[config.mk]
export PLATFORM = sky130hd
export DESIGN_NAME = flash_protect_status
export DESIGN_NICKNAME = d
export VERILOG_FILES = /design/src/prot_status_pkg.sv /design/src/flash_protect_status.sv
export SDC_FILE = /design/constraint.sdc
export NUM_CORES = 1
export LEC_CHECK = 0
export BUFFER_PORTS_ARGS = -buffer_cell sky130_fd_sc_hd__buf_4
export CORE_MARGIN = 4
export CORE_UTILIZATION = 60
export DETAILED_ROUTE_END_ITERATION = 8
export HOLD_SLACK_MARGIN = 0.12
export PLACE_DENSITY = 0.84
export SLEW_MARGIN = 20
export SYNTH_ARGS = -nofsm -noshare
export SYNTH_HDL_FRONTEND = slang
export SYNTH_SLANG_ARGS = --single-unit
[constraint.sdc]
create_clock -name core_clk -period 3.65 [get_ports core_clk]
set_input_delay 0.365 -clock core_clk [delete_from_list [all_inputs] [get_ports core_clk]]
set_output_delay 0.365 -clock core_clk [all_outputs]
set_load 0.02 [all_outputs]
[src/prot_status_pkg.sv]
// constants for the protection and status readout logic of a serial flash
// assumes spi mode 0/3 framing, sampled by a 50 MHz core clock
// ============================================================
// Summary of operation
// - protection read is opcode 3C then three address bytes within the sector.
// - after the last address byte, output data on every following clock.
// - protection read repeats FF for a protected sector, 00 otherwise.
// - chip select release ends protection read and floats the output.
// - protection readout shows only the sector bit, never the guard pin.
// - guard pin low with lock bit set freezes sector bits and lock bit.
// - under hardware lock, protect, unprotect and status writes are ignored.
// - clearing the lock bit never also performs a global protect or unprotect.
// - guard pin low: a set lock bit clears only by reset.
// - guard pin high with lock bit set refuses sector commands and globals.
// - raising the lock bit may also run global protect per bits 5..2.
// - lock clears only with pin high; setting 0 to 1 always allowed.
// - status read is opcode 05, status bits follow on every clock.
// - status reads are served at all times, even while busy.
// - after bit 0 wrap to bit 7 with freshly sampled status.
// - chip select release ends status read and floats the output.
// - bit 7 is the lock bit, default 0; bit 6 reserved, reads 0.
// - bit 5 shows the last program or erase fault.
// - bit 4 mirrors the guard pin: 0 asserted, 1 deasserted.
// - bits 3:2: 00 none, 01 some, 11 all protected; 10 reserved.
// - bit 1 shows the write enable latch.
// - bit 0 shows an internal operation in progress.
// - a status write changes only bit 7 of stored status.
// - lock bit comes up 0 after power-up or reset.
// - status write is opcode 01 plus one data byte framed by chip select.
package prot_status_pkg;
    localparam logic [7:0] OP_READ_PROT = 8'h3C;
    localparam logic [7:0] OP_READ_STATUS = 8'h05;
    localparam logic [7:0] OP_WRITE_STATUS = 8'h01;
    localparam logic [7:0] PROT_BYTE_SET = 8'hFF;
    localparam logic [7:0] PROT_BYTE_CLEAR = 8'h00;
    localparam int LOCK_BIT = 7;
    localparam int FAULT_BIT = 5;
    localparam int GUARD_BIT = 4;
    localparam int SUMMARY_LSB = 2;
    localparam int WEL_BIT = 1;
    localparam int BUSY_BIT = 0;
    localparam logic [3:0] GLOBAL_UNPROTECT_CODE = 4'h0;
    localparam logic [3:0] GLOBAL_PROTECT_CODE = 4'hF;
    localparam logic [1:0] SUMMARY_NONE = 2'h0;
    localparam logic [1:0] SUMMARY_SOME = 2'h1;
    localparam logic [1:0] SUMMARY_ALL = 2'h3;
    localparam logic LOCK_RESET = 1'b0;
    localparam int SECTOR_COUNT = 16;
    localparam int SECTOR_ADDR_LSB = 17;
    localparam int ADDR_BITS = 24;
    typedef enum logic [2:0] {
        ST_OPCODE, ST_ADDR, ST_PROT_OUT, ST_STAT_OUT, ST_WDATA, ST_IGNORE
    } phase_t;
endpackage

[src/flash_protect_status.sv]
// protection readout, lock matrix and status readout for a serial flash
// assumes spi pins arrive asynchronously; core clock well above sck rate
`timescale 1ns/10ps
module flash_protect_status #(
    parameter int SECTORS = prot_status_pkg::SECTOR_COUNT
) (
    // clock and reset
    input wire logic core_clk,
    input wire logic arst_n,
    // serial pins
    input wire logic cs_n,
    input wire logic sck,
    input wire logic si,
    output logic so_out,
    output logic so_oe,
    // guard pin, active low
    input wire logic guard_n,
    // array engine side
    input wire logic op_busy,
    input wire logic op_fault,
    input wire logic write_enable_latch,
    input wire logic sector_cmd_req,
    input wire logic sector_cmd_set,
    input wire logic [prot_status_pkg::ADDR_BITS-1:0] sector_cmd_addr,
    output logic sector_cmd_done,
    output logic wel_clear,
    output logic protection_lock_bit,
    output logic [SECTORS-1:0] sector_prot
);
    import prot_status_pkg::*;

    // ============================================================
    // pin synchronisers
    logic [1:0] cs_sync_reg, sck_sync_reg, si_sync_reg, guard_sync_reg;
    logic sck_prev_reg;
    always_ff @(posedge core_clk or negedge arst_n) begin
        if (!arst_n) begin
            cs_sync_reg <= 2'h3;
            sck_sync_reg <= 2'h0;
            si_sync_reg <= 2'h0;
            guard_sync_reg <= 2'h3;
            sck_prev_reg <= 1'b0;
        end else begin
            cs_sync_reg <= {cs_sync_reg[0], cs_n};
            sck_sync_reg <= {sck_sync_reg[0], sck};
            si_sync_reg <= {si_sync_reg[0], si};
            guard_sync_reg <= {guard_sync_reg[0], guard_n};
            sck_prev_reg <= sck_sync_reg[1];
        end
    end

    wire cs_active = !cs_sync_reg[1];
    wire sck_rise = sck_sync_reg[1] && !sck_prev_reg;
    wire sck_fall = !sck_sync_reg[1] && sck_prev_reg;
    wire si_bit = si_sync_reg[1];
    wire guard_low = !guard_sync_reg[1];

    // ============================================================
    // frame state
    phase_t phase_reg;
    logic [7:0] shift_reg;
    logic [2:0] bit_cnt_reg;
    logic [1:0] byte_cnt_reg;
    logic [ADDR_BITS-1:0] addr_reg;
    logic [7:0] out_reg;
    logic [7:0] wdata_reg;
    logic wdata_full_reg;
    logic wsr_seen_reg;
    logic lock_reg;
    logic [SECTORS-1:0] prot_reg;

    function automatic logic [1:0] summarize(input logic [SECTORS-1:0] p);
        if (&p) summarize = SUMMARY_ALL;
        else if (|p) summarize = SUMMARY_SOME;
        else summarize = SUMMARY_NONE;
    endfunction

    // ============================================================
    // decode
    wire [7:0] shifted = {shift_reg[6:0], si_bit};
    wire byte_done = sck_rise && (bit_cnt_reg == 3'h7);
    wire hw_locked = guard_low && lock_reg;
    wire [$clog2(SECTORS)-1:0] sel_sector =
        addr_reg[SECTOR_ADDR_LSB +: $clog2(SECTORS)];
    wire [$clog2(SECTORS)-1:0] cmd_sector =
        sector_cmd_addr[SECTOR_ADDR_LSB +: $clog2(SECTORS)];
    // pin level only in bit 4; sector readout never sees it
    wire [7:0] status_now = {lock_reg, 1'b0, op_fault, !guard_low,
        summarize(prot_reg), write_enable_latch, op_busy};
    wire [7:0] prot_byte = prot_reg[sel_sector] ? PROT_BYTE_SET : PROT_BYTE_CLEAR;
    wire [3:0] global_code = wdata_reg[5:2];
    wire new_lock = wdata_reg[LOCK_BIT];
    // status write applied at the chip-select release after a full byte
    wire wsr_end = (phase_reg == ST_WDATA || phase_reg == ST_IGNORE) && !cs_active
        && wsr_seen_reg;
    wire wsr_ok = wsr_end && wdata_full_reg && write_enable_latch && !hw_locked
        && !(guard_low && lock_reg && !new_lock);
    // globals only while unlocked beforehand
    wire do_global = wsr_ok && !lock_reg;
    wire global_set = do_global && (global_code == GLOBAL_PROTECT_CODE);
    wire global_clr = do_global && (global_code == GLOBAL_UNPROTECT_CODE);
    wire sector_ok = sector_cmd_req && !lock_reg;

    // ============================================================
    // command sequencer
    always_ff @(posedge core_clk or negedge arst_n) begin
        if (!arst_n) begin
            phase_reg <= ST_OPCODE;
            shift_reg <= 8'h00;
            bit_cnt_reg <= 3'h0;
            byte_cnt_reg <= 2'h0;
            addr_reg <= '0;
            wdata_full_reg <= 1'b0;
            wdata_reg <= 8'h00;
            wsr_seen_reg <= 1'b0;
        end else if (!cs_active) begin
            phase_reg <= ST_OPCODE;
            bit_cnt_reg <= 3'h0;
            byte_cnt_reg <= 2'h0;
            wdata_full_reg <= 1'b0;
            wsr_seen_reg <= 1'b0;
        end else if (sck_rise) begin
            shift_reg <= shifted;
            bit_cnt_reg <= bit_cnt_reg + 3'h1;
            if (byte_done) begin
                case (phase_reg)
                    ST_OPCODE: begin
                        if (shifted == OP_READ_PROT) phase_reg <= ST_ADDR;
                        else if (shifted == OP_READ_STATUS) phase_reg <= ST_STAT_OUT;
                        else if (shifted == OP_WRITE_STATUS) begin
                            phase_reg <= ST_WDATA;
                            wsr_seen_reg <= 1'b1;
                        end else phase_reg <= ST_IGNORE;
                    end
                    ST_ADDR: begin
                        addr_reg <= {addr_reg[ADDR_BITS-9:0], shifted};
                        byte_cnt_reg <= byte_cnt_reg + 2'h1;
                        if (byte_cnt_reg == 2'h2) phase_reg <= ST_PROT_OUT;
                    end
                    ST_WDATA: begin
                        wdata_reg <= shifted;
                        wdata_full_reg <= 1'b1;
                        phase_reg <= ST_IGNORE;          // extra bytes dropped
                    end
                    default: phase_reg <= phase_reg;
                endcase
            end
        end
    end

    // ============================================================
    // serial output, shifted on falling sck
    // status reloaded each byte so polling sees fresh busy
    wire out_active = (phase_reg == ST_STAT_OUT) || (phase_reg == ST_PROT_OUT);
    wire [7:0] out_load = (phase_reg == ST_STAT_OUT) ? status_now : prot_byte;
    wire [7:0] out_src = (bit_cnt_reg == 3'h0) ? out_load : out_reg;
    wire [7:0] out_next = {out_src[6:0], 1'b0};
    always_ff @(posedge core_clk or negedge arst_n) begin
        if (!arst_n) begin
            out_reg <= 8'h00;
            so_out <= 1'b0;
            so_oe <= 1'b0;
        end else if (!cs_active) begin
            so_oe <= 1'b0;
        end else if (sck_fall && out_active) begin
            so_oe <= 1'b1;
            so_out <= out_src[7];
            out_reg <= out_next;
        end
    end

    // ============================================================
    // lock bit and sector protection store
    // a global write owns the whole array, so it wins over a sector command
    wire lock_next = wsr_ok ? new_lock : lock_reg;
    wire [SECTORS-1:0] sector_mask = {{(SECTORS-1){1'b0}}, 1'b1} << cmd_sector;
    wire [SECTORS-1:0] sector_merge = sector_cmd_set ? (prot_reg | sector_mask)
        : (prot_reg & ~sector_mask);
    wire [SECTORS-1:0] prot_next = global_set ? {SECTORS{1'b1}}
        : global_clr ? {SECTORS{1'b0}}
        : sector_ok ? sector_merge : prot_reg;
    always_ff @(posedge core_clk or negedge arst_n) begin
        if (!arst_n) begin
            lock_reg <= LOCK_RESET;
        end else begin
            lock_reg <= lock_next;
        end
    end

    always_ff @(posedge core_clk or negedge arst_n) begin
        if (!arst_n) begin
            prot_reg <= '1;
        end else begin
            prot_reg <= prot_next;
        end
    end

    // done acknowledges refused commands too, so the engine never waits
    always_ff @(posedge core_clk or negedge arst_n) begin
        if (!arst_n) begin
            sector_cmd_done <= 1'b0;
            wel_clear <= 1'b0;
        end else begin
            sector_cmd_done <= sector_cmd_req;
            wel_clear <= wsr_end;
        end
    end

    assign protection_lock_bit = lock_reg;
    assign sector_prot = prot_reg;
endmodule

# Word level (Yosys, flattened, before mapping)
# Cells that the tools add are included.
# totals
ff_bits	83
out_inout_bits	21
word_cells	127
# op_classes
add_sub_neg	2
order_cmp	1
eq_ne	14
shifts	1
mux	38
bitwise_logic	4
reduce_logical	47
# ops
cell	count
two-way mux 16 bit	4
two-way mux 3 bit	8
two-way mux 8 bit	3
AND 16 bit	1
logical AND 1 bit	16
two-way mux 1 bit	16
inverter 16 bit	1
bitwise OR 16 bit	1
AND reduction 16 bit	1
OR reduction 16 bit	1
<< shifter 1 x 4 -> 16 bit, first input constant	1
nonzero test 2 bit	7
AND reduction 4 bit	3
two-way mux 2 bit	5
== test 3 bit, second input constant	3
one-hot mux 3 bit (3 select lines)	1
== test 8 x 1 -> 1 bit, second input constant	1
== test 8 x 3 -> 1 bit, second input constant	1
== test 8 x 6 -> 1 bit, second input constant	1
zero test 1 bit	7
== test 3 x 2 -> 1 bit, second input constant	2
zero test 3 bit	2
AND reduction 3 bit	2
AND reduction 6 bit	1
15 further kinds	18

# Longest topological paths before layout
# depth
depth_word	12
mapped_depth	8
ltp_nobuf	7

# Worst setup path after synthesis
# Ideal clock, no wire load.
# synth_timing
path_type	register to register
startpoint	register bit_cnt_reg[1]
endpoint	register addr_reg[12]
setup_ns	0.125
t_arrival_ns	1.715
required_ns	3.525
path_slack_ns	1.810
path_stages_with_launch	8
path_cell_list	dfrtp_1 ha_1 ha_1 and4bb_2 nand3_1 nor2_1 buf_4 mux2_2
# synth_between
elab_chain_len	3
# synth_lines
item	line_no	text
start, declared	flash_protect_status.sv:62	logic [2:0] bit_cnt_reg;
start signal, assigned	flash_protect_status.sv:124	bit_cnt_reg <= bit_cnt_reg + 3'h1;
== test 3 bit	flash_protect_status.sv:81	wire byte_done = sck_rise && (bit_cnt_reg == 3'h7);
logical AND 1 bit	flash_protect_status.sv:81	
AND reduction 4 bit (no line)	--	
end signal, assigned	flash_protect_status.sv:136	addr_reg <= {addr_reg[ADDR_BITS-9:0], shifted};
end, declared	flash_protect_status.sv:64	logic [ADDR_BITS-1:0] addr_reg;
# No other way between the ends.
# A chain may end at the register's enable or synchronous reset.

# Worst setup path after layout
# layout_timing
startpoint	register bit_cnt_reg[1]
endpoint	register addr_reg[3]
# Same word-level chain as after synthesis.

==> results.sh <==
export IMPL_max_freq_mhz=403
export IMPL_finalCriticalPeriod_ns=2.48
export IMPL_layout_cells_non_filler=434
export IMPL_synth_edf_count=0
export IMPL_clock_path_buffers=2
export IMPL_drc=0
export IMPL_placementRows=27
export IMPL_r2r_cells=6
export IMPL_multi_input_area_sq_mm=0.00145
export IMPL_n_fill_cell=418
export IMPL_synth_async_reset_ratio=1.00
export IMPL_endpoint_kind="flop"
export IMPL_die_area_sq_mm=0.00694
export IMPL_synth_area_leaders="dfrtp_1 38%, dfstp_2 15%, mux2_2 7.9%"
export IMPL_most_common_layout_cells="51 x dfrtp_1, 35 x a21oi_1, 35 x buf_4"
export IMPL_critPathArrivalTime_ns=2.71
export IMPL_synth_cell_types=42
export IMPL_cts_buffers=9
export IMPL_io_buffers=35
export IMPL_clock_skew_ns=0.00355
export IMPL_hold_class="input pin to async pin"
export IMPL_ys_warn_count=0
export IMPL_rsz0062_at_grt="false"
export IMPL_drive_above_1_share=0.279
export IMPL_synthCells=321
export IMPL_drv_cap=0
export IMPL_postSynthAreaPerCell_sq_um=10.6
export IMPL_post_cts_buffers=0
export IMPL_ys_ff_latch=71
export IMPL_cts_root_buf="clkbuf_8"
export IMPL_finalPower_w=0.00201
export IMPL_mappedNetlistNets=360
export IMPL_syn_area_sq_mm=0.00340
export IMPL_die_w_um=83.3
export IMPL_setup_viol=0
export IMPL_synthToLayoutAreaGrowth_pct=15.7
export IMPL_critPathLaunch="bit_cnt_reg[1]"
export IMPL_tns_ns=0
export IMPL_drt_antenna_violating_nets=0
export IMPL_initial_utilization=0.618
export IMPL_cp_required_ns=3.88
export IMPL_finalCritPeriodShare=0.680
export IMPL_finalInstanceArea_sq_mm=0.00394
export IMPL_path_class="flop to flop"
export IMPL_core_sq_mm=0.00551
export IMPL_tightest_slew_ns=1.07
export IMPL_drv_slew=0
export IMPL_cts_sinks=71
export IMPL_synthFlopType="dfrtp_1"
export IMPL_slew_headroom=0.287
export IMPL_hold_viol=0
export IMPL_largest_register_ffs=16
export IMPL_drt_iter0_markers=247
export IMPL_viasPerCell=5.97
export IMPL_drt_wl_total_mm=7.38
export IMPL_cts_tree="built"
export IMPL_cts_resized=0
export IMPL_grt_pass1_vias=2551
export IMPL_clk_pin_slew_worst_paths_ns=0.07
export IMPL_worst_ir_drop_vdd_uv=341
export IMPL_status="complete, no violations"
export IMPL_critPathLaunchType="flop"
export IMPL_insertion_delay_ns=0.34
export IMPL_regArea_sq_mm=0.00180
export IMPL_antenna_found_initial=0
export IMPL_n_antenna_cell=0
export IMPL_place_area_sq_mm=0.00369
export IMPL_hpwl_mm=4.94
export IMPL_ys_seq_area_frac=0.530
export IMPL_gp_congestion=0.932
export IMPL_grt_first_pass_wirelength_mm=12.5
export IMPL_dr_pass1_iters=4
export IMPL_yosysTopAreaCellShare=0.375
export IMPL_routedWlPerCell_um=17.0
export IMPL_grt_max_degree=72
export IMPL_final_common_cell="dfrtp_1"
export IMPL_overflow=0
export IMPL_p_leak_nw=1.76
export IMPL_dieHeight_um=83.3
export IMPL_r2r_start="bit_cnt_reg[1]"
export IMPL_fin_nets=396
export IMPL_via_count=2589
export IMPL_dp_cells=414
export IMPL_grt_usage=0.224
export IMPL_h_tree_depth=3
export IMPL_cp_max_fo=12
export IMPL_ios=56
export IMPL_synth_area_leader_cell="dfrtp_1"
export IMPL_hold_buffers=3
export IMPL_power_density_mw_per_mm2=511
## worst max-delay path, cell delays in order, from the launching register on
cell and delay, ns:
dfrtp_1 0.38, ha_1 0.15, ha_1 0.21, and4bb_2 0.26, nand3_1 0.17, nor2_1 0.77, mux2_2 0.42
## through the flow
step            util  hold slack (ns)  worst slack (ns)
2_1_floorplan      -           0.0694              1.81
3_3_place_gp   0.670            0.332              1.30
3_5_place_dp   0.670            0.336              1.21
4_1_cts        0.713            0.123              1.15
5_1_grt        0.715            0.168             0.974
6_report       0.715            0.116              1.17
## worst paths after layout
kind                                         to  slack [ns]
worst max-delay path                addr_reg[3]        1.17
worst min-delay path             bit_cnt_reg[0]        0.12
worst max register to register      addr_reg[3]        1.17
worst min register to register  sck_sync_reg[1]        0.35
max in group asynchronous       sector_cmd_done        2.95
min in group core_clk           sector_cmd_done        0.19
## cells in the mapped netlist, types with 3 or more instances
master	count
inv_1	22
mux2_2	24
buf_2	3
nand4_1	6
and2_1	4
clkbuf_1	8
a21oi_1	35
dfrtp_1	51
nor2b_1	5
a22oi_1	7
o22ai_1	16
a31oi_1	9
dfstp_2	20
ha_1	4
and3_1	4
nand2b_1	4
mux2i_1	11
nand3_1	9
nand2_1	18
nor4_1	6
nor2_1	26
## kinds of logic after synthesis
logic type	after synthesis	synth area share
multiplexers	37	0.125
AND/OR/NAND/NOR	97	0.151
flip-flops	71	0.530
buffers and inverters	36	0.0441
AO/OA/AOI/OAI	74	0.131
adder cells (fa/ha/maj)	4	0.0147
XOR/XNOR	2	0.00515
## area by class of cell
type / instances / share of cell area
clock inverter: 5 / 0.0143
tap: 72 / 0.0229
sequential: 71 / 0.458
inverter: 22 / 0.0210
multi-input combinational: 214 / 0.369
clock buffer: 11 / 0.0385
timing repair buffer: 39 / 0.0769
## where the power goes
| part | switching (W) | internal [W] |
|---|---|---|
| Combinational | 0.000177 | 0.000162 |
| Clock | 0.000296 | 0.000352 |
| Sequential | 0.000119 | 0.000904 |
| Total | 0.000591 | 0.00142 |
## metal layers
metal  vias up  GRT usage  wire length [um]
met5         -          0                 0
met4         0     0.0639                70
met3         7     0.0635               485
met2        72      0.338              3580
met1      1283      0.318              3250
li1       1227          -                 -
No activity file was read; power rests on OpenSTA's default activity.
